### config.mk
export PLATFORM = sky130hd
export DESIGN_NAME = dfxd_bridge
export DESIGN_NICKNAME = d
export VERILOG_FILES = /design/src/hdl/dfxd_pkg.sv /design/src/hdl/dfxd_bridge.sv
export SDC_FILE = /design/constraint.sdc
export NUM_CORES = 1
export LEC_CHECK = 0
export ABC_AREA = 1
export BUFFER_PORTS_ARGS = -buffer_cell sky130_fd_sc_hd__buf_4
export CAP_MARGIN = 10
export CORE_MARGIN = 2
export CORE_UTILIZATION = 30
export DETAILED_ROUTE_END_ITERATION = 6
export PLACE_DENSITY_LB_ADDON = 0.2
export SLEW_MARGIN = 0
export SYNTH_ARGS = -nofsm -noshare
export SYNTH_HDL_FRONTEND = slang
export SYNTH_SLANG_ARGS = --single-unit
### constraint.sdc
create_clock -name sys_clk -period 2.3 [get_ports sys_clk]
set_input_delay 0.46 -clock sys_clk [delete_from_list [all_inputs] [get_ports sys_clk]]
set_output_delay 0.46 -clock sys_clk [all_outputs]
set_load 0.05 [all_outputs]
### src/hdl/dfxd_pkg.sv
// Constants and types of the decorated field extract bridge.
// Assumes a 32-bit AHB-Lite style bus on both sides.
package dfxd_pkg;
	// ----------------------------------------------------------------
	// Address map
	// ----------------------------------------------------------------
	localparam logic [31:0] PERI_BASE = 32'h4000_0000;
	localparam logic [5:0] UNDEC_TOP = 6'h10;
	localparam logic [5:0] UNDEC_MEG = 6'h00;
	localparam logic [3:0] LOGIC_NIB = 4'h4;
	localparam logic [1:0] PERI_SEL = 2'h2;
	localparam logic [7:0] GPIO_STD_PAGE = 8'hFF;
	localparam logic [7:0] GPIO_PHYS_PAGE = 8'h0F;
	localparam int SLOT_KB = 4;
	localparam int NUM_SLOTS = 129;
	// ----------------------------------------------------------------
	// Decoration fields
	// ----------------------------------------------------------------
	localparam int LSB_HI = 27;
	localparam int LSB_LO = 23;
	localparam int WID_HI = 22;
	localparam int WID_LO = 19;
	localparam int EXT_OFS_HI = 18;
	localparam int LOG_OFS_HI = 19;
	localparam int GPIO_PG_LO = 12;
	// ----------------------------------------------------------------
	// Bus encodings
	// ----------------------------------------------------------------
	localparam logic [1:0] TRANS_IDLE = 2'h0;
	localparam logic [1:0] TRANS_NONSEQ = 2'h2;
	localparam logic [2:0] SIZE_BYTE = 3'h0;
	localparam logic [2:0] SIZE_HALF = 3'h1;
	localparam logic [2:0] SIZE_WORD = 3'h2;
	localparam logic [31:0] MASK_BYTE = 32'h0000_00FF;
	localparam logic [31:0] MASK_HALF = 32'h0000_FFFF;
	localparam logic [31:0] MASK_WORD = 32'hFFFF_FFFF;

	typedef enum logic [2:0] {
		ST_IDLE,
		ST_EXT_DP1,
		ST_EXT_DP2,
		ST_ERR1,
		ST_ERR2
	} dfxd_phase_type;

	typedef enum logic [1:0] {
		K_NORMAL,
		K_DECOR,
		K_EXTRACT,
		K_ILLEGAL
	} dfxd_kind_type;
endpackage

### src/hdl/dfxd_bridge.sv
// Decorated peripheral address decoder with unsigned field extract engine.
// Assumes one upstream master, one downstream slave space, zero-wait idle replies.
//
// Operation
// - Extract returns field of width code plus one, right-justified, upper bits zero.
// - Extract only reads; it never issues a write downstream.
// - Container size follows transfer size: byte, halfword or word.
// - Word extracts return at most sixteen bits.
// - Extract recognised when addr[30:29] is 10 and addr[28] is set.
// - LSB position from addr[27:23], width code from addr[22:19].
// - Real address is peripheral base plus addr[18:0].
// - Field running past container top keeps only bits up to container top.
// - First cycle forwards undecorated address and captures attributes.
// - Second cycle drives an idle address phase downstream.
// - First data phase masks read data and registers it.
// - Third cycle shifts registered data right and returns it.
// - Undecorated 0x4000_0000..0x4007_FFFF pass through normally.
// - GPIO at 0x400F_F000 page is aliased to physical 0x4000_F000 slot.
// - Illegal peripheral ranges are aborted with an error response.
// - 0x44..0x4F carries logical and load-modify ops, either GPIO base.
// - Field ops from 0x5000_0000; master uses the 0x4000_F000 GPIO alias.
// - Bit 19 is address for logical ops, width LSB for field ops.
// - Peripheral space is 512 KB plus 4 KB GPIO, 129 slots.
// - Downstream wait states pass straight back to the master.
// - Master stalled during the extract's first data phase.
`timescale 1ns/1ns
`default_nettype none
module dfxd_bridge #(
	parameter int DATA_W = 32
) (
	// Clock and reset
	input wire logic sys_clk,
	input wire logic resetn,
	// Upstream port from the master
	input wire logic hsel,
	input wire logic [31:0] haddr,
	input wire logic [1:0] htrans,
	input wire logic hwrite,
	input wire logic [2:0] hsize,
	input wire logic [DATA_W-1:0] hwdata,
	input wire logic hreadyIn,
	output logic [DATA_W-1:0] hrdata,
	output logic hreadyOut,
	output logic hresp,
	// Downstream port to the peripheral space
	output logic [31:0] mHaddr,
	output logic [1:0] mHtrans,
	output logic mHwrite,
	output logic [2:0] mHsize,
	output logic [DATA_W-1:0] mHwdata,
	input wire logic [DATA_W-1:0] mHrdata,
	input wire logic mHready,
	input wire logic mHresp
);
	// ----------------------------------------------------------------
	// Elaboration checks
	// ----------------------------------------------------------------
	if (DATA_W != 32) begin : g_bad_width
		$error("dfxd_bridge serves a 32-bit data path only");
	end
	if (dfxd_pkg::NUM_SLOTS * dfxd_pkg::SLOT_KB != 516) begin : g_bad_map
		$error("dfxd_bridge slot map inconsistent");
	end

	typedef struct packed {
		dfxd_pkg::dfxd_phase_type phase;
		logic passDp;
		logic [4:0] lsb;
		logic [3:0] wcode;
		logic [2:0] size;
		logic [1:0] lane;
		logic [31:0] data;
	} dfxd_regs_type;

	dfxd_regs_type s_r;
	dfxd_regs_type s_nxt;
	dfxd_pkg::dfxd_kind_type reqKind;
	logic canTake;

	// ----------------------------------------------------------------
	// Decode helpers
	// ----------------------------------------------------------------
	// 512 KB peripheral block or the 4 KB GPIO page; the rest is a hole
	function automatic logic legalOfs(input logic [19:0] ofs);
		legalOfs = !ofs[dfxd_pkg::LOG_OFS_HI]
			|| (ofs[dfxd_pkg::LOG_OFS_HI:dfxd_pkg::GPIO_PG_LO] == dfxd_pkg::GPIO_STD_PAGE);
	endfunction

	function automatic dfxd_pkg::dfxd_kind_type decodeKind(input logic [31:0] a,
		input logic wr, input logic [2:0] sz);
		decodeKind = dfxd_pkg::K_ILLEGAL;
		if (!a[31] && a[30:29] == dfxd_pkg::PERI_SEL && a[28]) begin
			if (wr) begin
				decodeKind = dfxd_pkg::K_DECOR;
			end else if (sz <= dfxd_pkg::SIZE_WORD) begin
				decodeKind = dfxd_pkg::K_EXTRACT;
			end
		end else if (a[31:26] == dfxd_pkg::UNDEC_TOP) begin
			if (a[25:20] == dfxd_pkg::UNDEC_MEG && legalOfs(a[19:0])) begin
				decodeKind = dfxd_pkg::K_NORMAL;
			end
		end else if (a[31:28] == dfxd_pkg::LOGIC_NIB) begin
			// Bit 19 is a real address bit here
			if (legalOfs(a[dfxd_pkg::LOG_OFS_HI:0])) begin
				decodeKind = dfxd_pkg::K_DECOR;
			end
		end
	endfunction

	function automatic logic [31:0] physAddr(input logic [19:0] ofs);
		physAddr = {dfxd_pkg::PERI_BASE[31:20], ofs};
		if (ofs[dfxd_pkg::LOG_OFS_HI:dfxd_pkg::GPIO_PG_LO] == dfxd_pkg::GPIO_STD_PAGE) begin
			physAddr = {dfxd_pkg::PERI_BASE[31:20], dfxd_pkg::GPIO_PHYS_PAGE,
				ofs[dfxd_pkg::GPIO_PG_LO-1:0]};
		end
	endfunction

	// Container-local field, masked to both the field and the container
	function automatic logic [31:0] maskField(input logic [31:0] rd, input logic [2:0] sz,
		input logic [1:0] lane, input logic [4:0] lsb, input logic [3:0] wc);
		logic [31:0] cont;
		logic [31:0] contMask;
		logic [31:0] fieldMask;
		cont = rd >> {lane, 3'h0};
		case (sz)
			dfxd_pkg::SIZE_BYTE: contMask = dfxd_pkg::MASK_BYTE;
			dfxd_pkg::SIZE_HALF: contMask = dfxd_pkg::MASK_HALF;
			default: contMask = dfxd_pkg::MASK_WORD;
		endcase
		// Four-bit code caps the field at sixteen bits
		fieldMask = ~(dfxd_pkg::MASK_WORD << ({1'b0, wc} + 5'h01));
		fieldMask = fieldMask << lsb;
		maskField = cont & contMask & fieldMask;
	endfunction

	assign reqKind = decodeKind(haddr, hwrite, hsize);
	assign canTake = hsel && htrans[1] && hreadyIn
		&& s_r.phase != dfxd_pkg::ST_EXT_DP1 && s_r.phase != dfxd_pkg::ST_ERR1;

	// ----------------------------------------------------------------
	// Next state and bus drive
	// ----------------------------------------------------------------
	// Address phase is forwarded combinationally so the extract keeps its three-cycle
	// shape; a registered address would add a cycle to every access.
	always_comb begin
		s_nxt = s_r;
		mHaddr = haddr;
		mHtrans = dfxd_pkg::TRANS_IDLE;
		mHwrite = hwrite;
		mHsize = hsize;
		mHwdata = hwdata;
		hreadyOut = 1'b1;
		hresp = 1'b0;
		hrdata = mHrdata;
		if (s_r.passDp && mHready) begin
			s_nxt.passDp = 1'b0;
		end
		case (s_r.phase)
			dfxd_pkg::ST_IDLE: begin
				if (s_r.passDp) begin
					hreadyOut = mHready;
					hresp = mHresp;
				end
			end
			dfxd_pkg::ST_EXT_DP1: begin
				hreadyOut = 1'b0;
				if (mHready) begin
					if (mHresp) begin
						s_nxt.phase = dfxd_pkg::ST_ERR1;
					end else begin
						s_nxt.data = maskField(mHrdata, s_r.size, s_r.lane, s_r.lsb, s_r.wcode);
						s_nxt.phase = dfxd_pkg::ST_EXT_DP2;
					end
				end
			end
			dfxd_pkg::ST_EXT_DP2: begin
				hrdata = (s_r.data >> s_r.lsb) << {s_r.lane, 3'h0};
				s_nxt.phase = dfxd_pkg::ST_IDLE;
			end
			dfxd_pkg::ST_ERR1: begin
				hreadyOut = 1'b0;
				hresp = 1'b1;
				s_nxt.phase = dfxd_pkg::ST_ERR2;
			end
			dfxd_pkg::ST_ERR2: begin
				hresp = 1'b1;
				s_nxt.phase = dfxd_pkg::ST_IDLE;
			end
			default: begin
				s_nxt.phase = dfxd_pkg::ST_IDLE;
			end
		endcase
		if (canTake) begin
			case (reqKind)
				dfxd_pkg::K_EXTRACT: begin
					mHaddr = {dfxd_pkg::PERI_BASE[31:19], haddr[dfxd_pkg::EXT_OFS_HI:0]};
					mHtrans = dfxd_pkg::TRANS_NONSEQ;
					mHwrite = 1'b0;
					s_nxt.lsb = haddr[dfxd_pkg::LSB_HI:dfxd_pkg::LSB_LO];
					s_nxt.wcode = haddr[dfxd_pkg::WID_HI:dfxd_pkg::WID_LO];
					s_nxt.size = hsize;
					s_nxt.lane = haddr[1:0];
					s_nxt.phase = dfxd_pkg::ST_EXT_DP1;
				end
				dfxd_pkg::K_NORMAL: begin
					mHaddr = physAddr(haddr[19:0]);
					mHtrans = htrans;
					s_nxt.passDp = 1'b1;
				end
				dfxd_pkg::K_DECOR: begin
					// Decoration kept intact for the store-side engine
					mHtrans = htrans;
					s_nxt.passDp = 1'b1;
				end
				default: begin
					s_nxt.phase = dfxd_pkg::ST_ERR1;
				end
			endcase
		end
	end

	// ----------------------------------------------------------------
	// State register
	// ----------------------------------------------------------------
	always_ff @(posedge sys_clk or negedge resetn) begin
		if (!resetn) begin
			s_r <= '{phase: dfxd_pkg::ST_IDLE, passDp: 1'b0, lsb: 5'h00, wcode: 4'h0,
				size: 3'h0, lane: 2'h0, data: 32'h0000_0000};
		end else begin
			s_r <= s_nxt;
		end
	end

	logic takeExt;
	logic takeBad;
	logic takeNorm;
	assign takeExt = canTake && reqKind == dfxd_pkg::K_EXTRACT;
	assign takeBad = canTake && reqKind == dfxd_pkg::K_ILLEGAL;
	assign takeNorm = canTake && reqKind == dfxd_pkg::K_NORMAL;
endmodule
`default_nettype wire

==> metrics.yaml, run 1 <==
run_status:
  status: "finished with violations"
  violations: "DRC, setup timing"
power_and_ir_drop:
  p_leak_nw: 5.16
  power_density_mw_per_mm2: 403
  ir_worst_vdd_v: 0.000293
  p_total_mw: 4.23
finish:
  nets: 1587
  fill_cells: 2551
  syn2layout_area_growth_pct: 41.1
  diodes: 0
  multi_input_area_mm2: 0.00594
  design_area_mm2: 0.0105
  largest_register: "s_r"
  regArea_mm2: 0.00126
  drive_above_1_share: 0.350
  largest_reg_flops: 50
  reg_top3: "s_r (50)"
routing:
  routed_wl_um: 32500
  route.met3.wl_um: 2250
  ant_nets: 0
  vias_per_cell: 5.48
  top_layer: "met4"
  drt_iter0_drc: 940
  drc: 3
  wl_met2_um: 14900
  vias: 9865
  wire_per_inst_um: 18.0
  dr.pass1.iters: 7
  drt-met1-wl_um: 14300
worst_setup_path:
  path_buf_inv: 4
  critPathArrivalTime_ps: 2350
  cpMaxStageDelayCell: "dfrtp_2"
  cp.required_ps: 1840
  cp_max_fo: 21
  cp-end-kind: "output port"
  worstSetupStartpointType: "register"
  path_cells: "buf_12 -> buf_6 -> o211ai_1 -> nand3_1 -> nand3_2 -> nand3_1 -> nand2_2 -> buf_4 -> nand3_1 -> nand2_1 -> nand2_1 -> nand2_1 -> buf_6"
  crit_type: "register to output port"
  cp_top_family: "simple AND/OR/NAND/NOR gates"
  critPathLaunch: "s_r[41]"
  cpPeakStageDelay_ps: 450
  reg2reg_from: "s_r[41]"
grt:
  grt_max_degree: 51
  grt_pass1_vias: 9280
  antenna_found_initial: 0
  grt_usage: 0.241
  grt.overflow.total: 0
  grt_pass1_wl_um: 50200
floorplanning:
  core_mm2: 0.0243
  die_height_um: 162
  die-area_mm2: 0.0261
  ioPinCount: 212
  fp-row-count: 57
  initial_core_util: 0.306
  fp.dieW_um: 162
yosys:
  synthesis.area_mm2: 0.00744
  synth_area_leader_cell: "nand3_1"
  yosysMostFrequentCell: "nand2_1"
  synth_common_cells: "nand2_1, nand3_1, inv_1"
  synth_edf_count: 0
  synth.distinct_cells: 41
  syn_avg_cell_area_um2: 5.53
  synth_ff_type: "dfrtp_1"
  syn_nets: 1459
  postSynthRegisterBits: 50
  yosysTopAreaCellShare: 0.249
  ys_warn_count: 0
  syn_inst: 1347
  synthArstFlopShare: 1.00
  yosysSeqAreaShare: 0.168
  synthTopCellsByArea: "nand3_1, nand2_1, dfrtp_1"
timing:
  skew_ps: 9.69
  finalHoldViolCount: 0
  setup_viol_count_final: 32
  setup_tns_ps: -13980
  fmax_mhz: 356
  min_period_ps: 2810
  timing.slew.headroom: 0.542
  drv_slew: 0
  finalCritPeriodShare: 1.22
  grt_setup_unrepaired: "true"
  finalWorstSetupSlack_ps: -513
  worstMarginPinSlew_ps: 688
clocking:
  cts_buffers: 5
  cts_tree: "built"
  cts_sinks: 50
  clock_path_buffers: 2
  root_buffer: "clkbuf_16"
  path_clk_slew_ps: 80
  clock_latency_ps: 310
  cts-htree-levels: 2
placed_design:
  routabilityCongestion: 0.948
  place_area_mm2: 0.00910
  hpwl_um: 24900
  io_buffers: 127
  post-place-ws_ps: -305
hold_path:
  min_path_type: "input port to async pin"
job:
  cap_viol_max_count: 0
-- final cells by class --
class / count / share of cell area
multi-input cells: 1073 / 0.566
repair buffers: 269 / 0.234
flip-flops and latches: 50 / 0.120
well taps: 324 / 0.0386
inverters: 76 / 0.0284
clock buffers: 5 / 0.0119
clock inverters: 3 / 0.00203
-- placed cells by master (no fill, tap or decap), types with 4 or more instances in the layout --
cell type | netlist | layout
a21oi_1 | 28 | 22
buf_12 | 0 | 15
inv_1 | 65 | 53
nand2_1 | 440 | 402
nand3_4 | 2 | 4
o31ai_1 | 8 | 6
o211ai_1 | 23 | 23
dfrtp_1 | 50 | 44
o21ai_4 | 0 | 4
o21ai_1 | 18 | 13
clkbuf_16 | 0 | 5
nor2_2 | 1 | 18
a31oi_1 | 4 | 4
nor2_1 | 49 | 29
nand3_2 | 3 | 90
nand4_1 | 28 | 28
buf_4 | 53 | 201
inv_2 | 8 | 18
buf_8 | 0 | 4
or2_2 | 6 | 5
nand3_1 | 371 | 282
dfrtp_2 | 0 | 6
o21ai_0 | 54 | 38
buf_6 | 4 | 47
nand2_4 | 2 | 6
a21oi_2 | 1 | 7
o22ai_2 | 0 | 4
nand2_2 | 3 | 37
o21ai_2 | 2 | 19
-- routing by layer --
layer	up-vias	global-route usage
met5	-	0
met4	0	0.0840
met2	429	0.382
li1	4744	-
met3	62	0.0349
met1	4630	0.334
-- worst register-to-register path, delay by kind of cell (launching register included) --
kind / cells / cell delay, ps
flip-flops: 1 / 450
AND/OR/NAND/NOR: 8 / 970
buffers and inverters: 5 / 690
-- repair_timing --
| item | CTS | global route |
|---|---|---|
| hold buffers | 0 | 0 |
| resized for setup | 148 | 130 |
| pin swaps | 24 | 57 |
| cloned | 2 | 0 |
| buffers inserted | 12 | 8 |
| endpoints found under the setup margin | 50 | 74 |
-- stage by stage --
stage	hold WS [ps]	cells	util
after floorplan	164	1347	-
after global placement	469	1771	0.374
after detailed placement	476	1771	0.374
after CTS	211	1793	0.408
after global routing	246	1800	0.432
final	185	1800	0.432
-- cell families (layout without fill, tap and decap cells) --
group / after synthesis / in the layout / share of synthesized area
DFF: 50 / 50 / 0.168
adders and majority gates: 4 / 4 / 0.00672
buffers and inverters: 224 / 353 / 0.150
AOI/OAI and AO/OA: 148 / 148 / 0.114
and+or+nand+nor: 921 / 921 / 0.560
-- worst paths after layout --
check,to,slack [ps],depth (start not counted)
max,hrdata[21],-510,13
min,s_r[24],180,1
max reg2reg,s_r[31],80,13
min reg2reg,s_r[34],490,2
max in group asynchronous,s_r[39],1600,1
min in group sys_clk,s_r[32],370,3
-- report_power, final --
| group | internal, mW | switching [mW] | total, mW |
|---|---|---|---|
| sequential | 0.950 | 0.0568 | 1.01 |
| combinational | 0.899 | 1.55 | 2.45 |
| clock | 0.404 | 0.371 | 0.776 |
No activity file was read; power rests on OpenSTA's default activity.
==> inputs of run 2 (changes only) <==
- CORE_UTILIZATION: 30 -> 35
- PLACE_DENSITY: default -> 0.61
- PLACE_DENSITY_LB_ADDON: 0.2 -> default
==> metrics.yaml, run 2 (same netlist as run 1, synthesis figures left out) <==
worst_setup_path:
  cp.required_ps: 1840
  regToRegSetupSlack_ps: -50
  critPathArrivalTime_ps: 2320
  cp_top_family: "simple AND/OR/NAND/NOR gates"
  r2r-end: "s_r[19]"
  path_cells: "buf_12 -> o211ai_1 -> nand3_1 -> nand3_1 -> buf_4 -> nand4_1 -> a31oi_1 -> nand2_1 -> nand2_1 -> buf_4"
  worstSetupStartpointType: "register"
  cp_max_fo: 22
  cpMaxStageDelayCell: "dfrtp_2"
  cpPeakStageDelay_ps: 460
  path_buf_inv: 3
  cp-end-kind: "output port"
  crit_type: "register to output port"
  reg2reg_from: "s_r[41]"
  reg2reg_depth: 12
clocking:
  clock_path_buffers: 2
  clock_latency_ps: 310
  cts-htree-levels: 2
  cts_tree: "built"
  cts_buffers: 5
  cts_hold_buffers: 0
  root_buffer: "clkbuf_16"
  cts_sinks: 50
  path_clk_slew_ps: 70
finish:
  reg_top3: "s_r (50)"
  fin_util: 0.473
  largest_register: "s_r"
  drive_above_1_share: 0.286
  multi_input_area_mm2: 0.00551
  syn2layout_area_growth_pct: 33.2
  final_cell_mix: "nand2_1, nand3_1, buf_4, inv_1"
  design_area_mm2: 0.00992
  fill_cells: 2272
  largest_reg_flops: 50
  nets: 1586
  regArea_mm2: 0.00125
  diodes: 0
  final_common_cell: "nand2_1"
floorplanning:
  initial_core_util: 0.355
  die-area_mm2: 0.0225
  fp.dieW_um: 150
  fp-row-count: 53
  die_height_um: 150
  ioPinCount: 212
  core_mm2: 0.0210
routing:
  dr.pass1.iters: 5
  wire_per_inst_um: 17.6
  vias: 9896
  drt_iter0_drc: 1172
  drc: 0
  routed_wl_um: 30800
  vias_per_cell: 5.65
  ant_nets: 0
grt:
  grt_pass1_vias: 8942
  grt_pass1_wl_um: 47100
  grt_max_degree: 73
  grt_usage: 0.265
  grt.overflow.total: 0
  antenna_found_initial: 0
timing:
  worstMarginPinSlew_ps: 668
  setup_viol_count_final: 36
  timing.slew.headroom: 0.554
  grt_setup_unrepaired: "true"
  finalCritPeriodShare: 1.21
  fmax_mhz: 359
  min_period_ps: 2780
  finalWorstSetupSlack_ps: -482
  finalHoldViolCount: 0
  worst_hold_slack_ps: 174
  skew_ps: 9.33
  drv_slew: 0
placed_design:
  routabilityCongestion: 0.963
  hpwl_um: 23900
  post-place-ws_ps: -261
  io_buffers: 127
  place_area_mm2: 0.00911
job:
  cap_viol_max_count: 0
power_and_ir_drop:
  p_total_mw: 4.14
  p_leak_nw: 5.04
  power_density_mw_per_mm2: 417
  ir_worst_vdd_v: 0.000324
run_status:
  status: "finished with violations"
  violations: "setup timing"
hold_path:
  min_path_type: "input port to async pin"
[run 2: cell types whose count changed in the layout (fill, tap and decap cells not counted), moves of 5 or more]
cell	delta
nand2_2	-15
nand3_1	+54
buf_4	+5
nand3_2	-53
nand2_1	+16
o21ai_2	-6
o21ai_0	+5
[run 2: worst max-delay path by stage]
stage	from	endpoint	slack, ps	depth (start not counted)
floorplan	s_r[41]	hrdata[10]	-310	9
global placement	s_r[41]	hrdata[29]	-270	12
detailed placement	s_r[41]	hrdata[25]	-260	12
CTS	s_r[41]	hrdata[21]	-480	12
global route	s_r[41]	hrdata[28]	-650	15
finish	s_r[41]	hrdata[24]	-480	10
[run 2: per-stage QoR]
step	TNS, ps	cells
global placement	-5400	1733
global route	-19160	1750
detailed placement	-5730	1733
floorplan	-1170	1347
CTS	-12360	1743
finish	-13010	1750
[run 2: what timing repair did]
action | in CTS | in global routing
pin swaps | 8 | 12
endpoints found under the setup margin | 47 | 70
gates resized for setup | 83 | 79
setup buffers | 2 | 7
gates cloned | 0 | 1
[run 2: routing by layer]
metal / wire length, um / track usage / part of all wire
met5: 0 / 0 / 0
met4: 1070 / 0.0953 / 0.035
met3: 2890 / 0.0402 / 0.094
met2: 14000 / 0.413 / 0.45
met1: 12900 / 0.371 / 0.42
[run 2: power by group]
group          switching [mW]  total (mW)  internal, mW
Sequential             0.0533        1.00         0.949
Clock                   0.391       0.807         0.416
Combinational            1.48        2.33         0.843
Total                    1.93        4.14          2.21
[run 2: cell type report]
class / count / share of cell area
inverter: 76 / 0.0290
tap: 275 / 0.0347
clock buffer: 5 / 0.0126
sequential: 50 / 0.127
timing repair buffer: 268 / 0.239
clock inverter: 3 / 0.00290
multi-input combinational: 1073 / 0.556
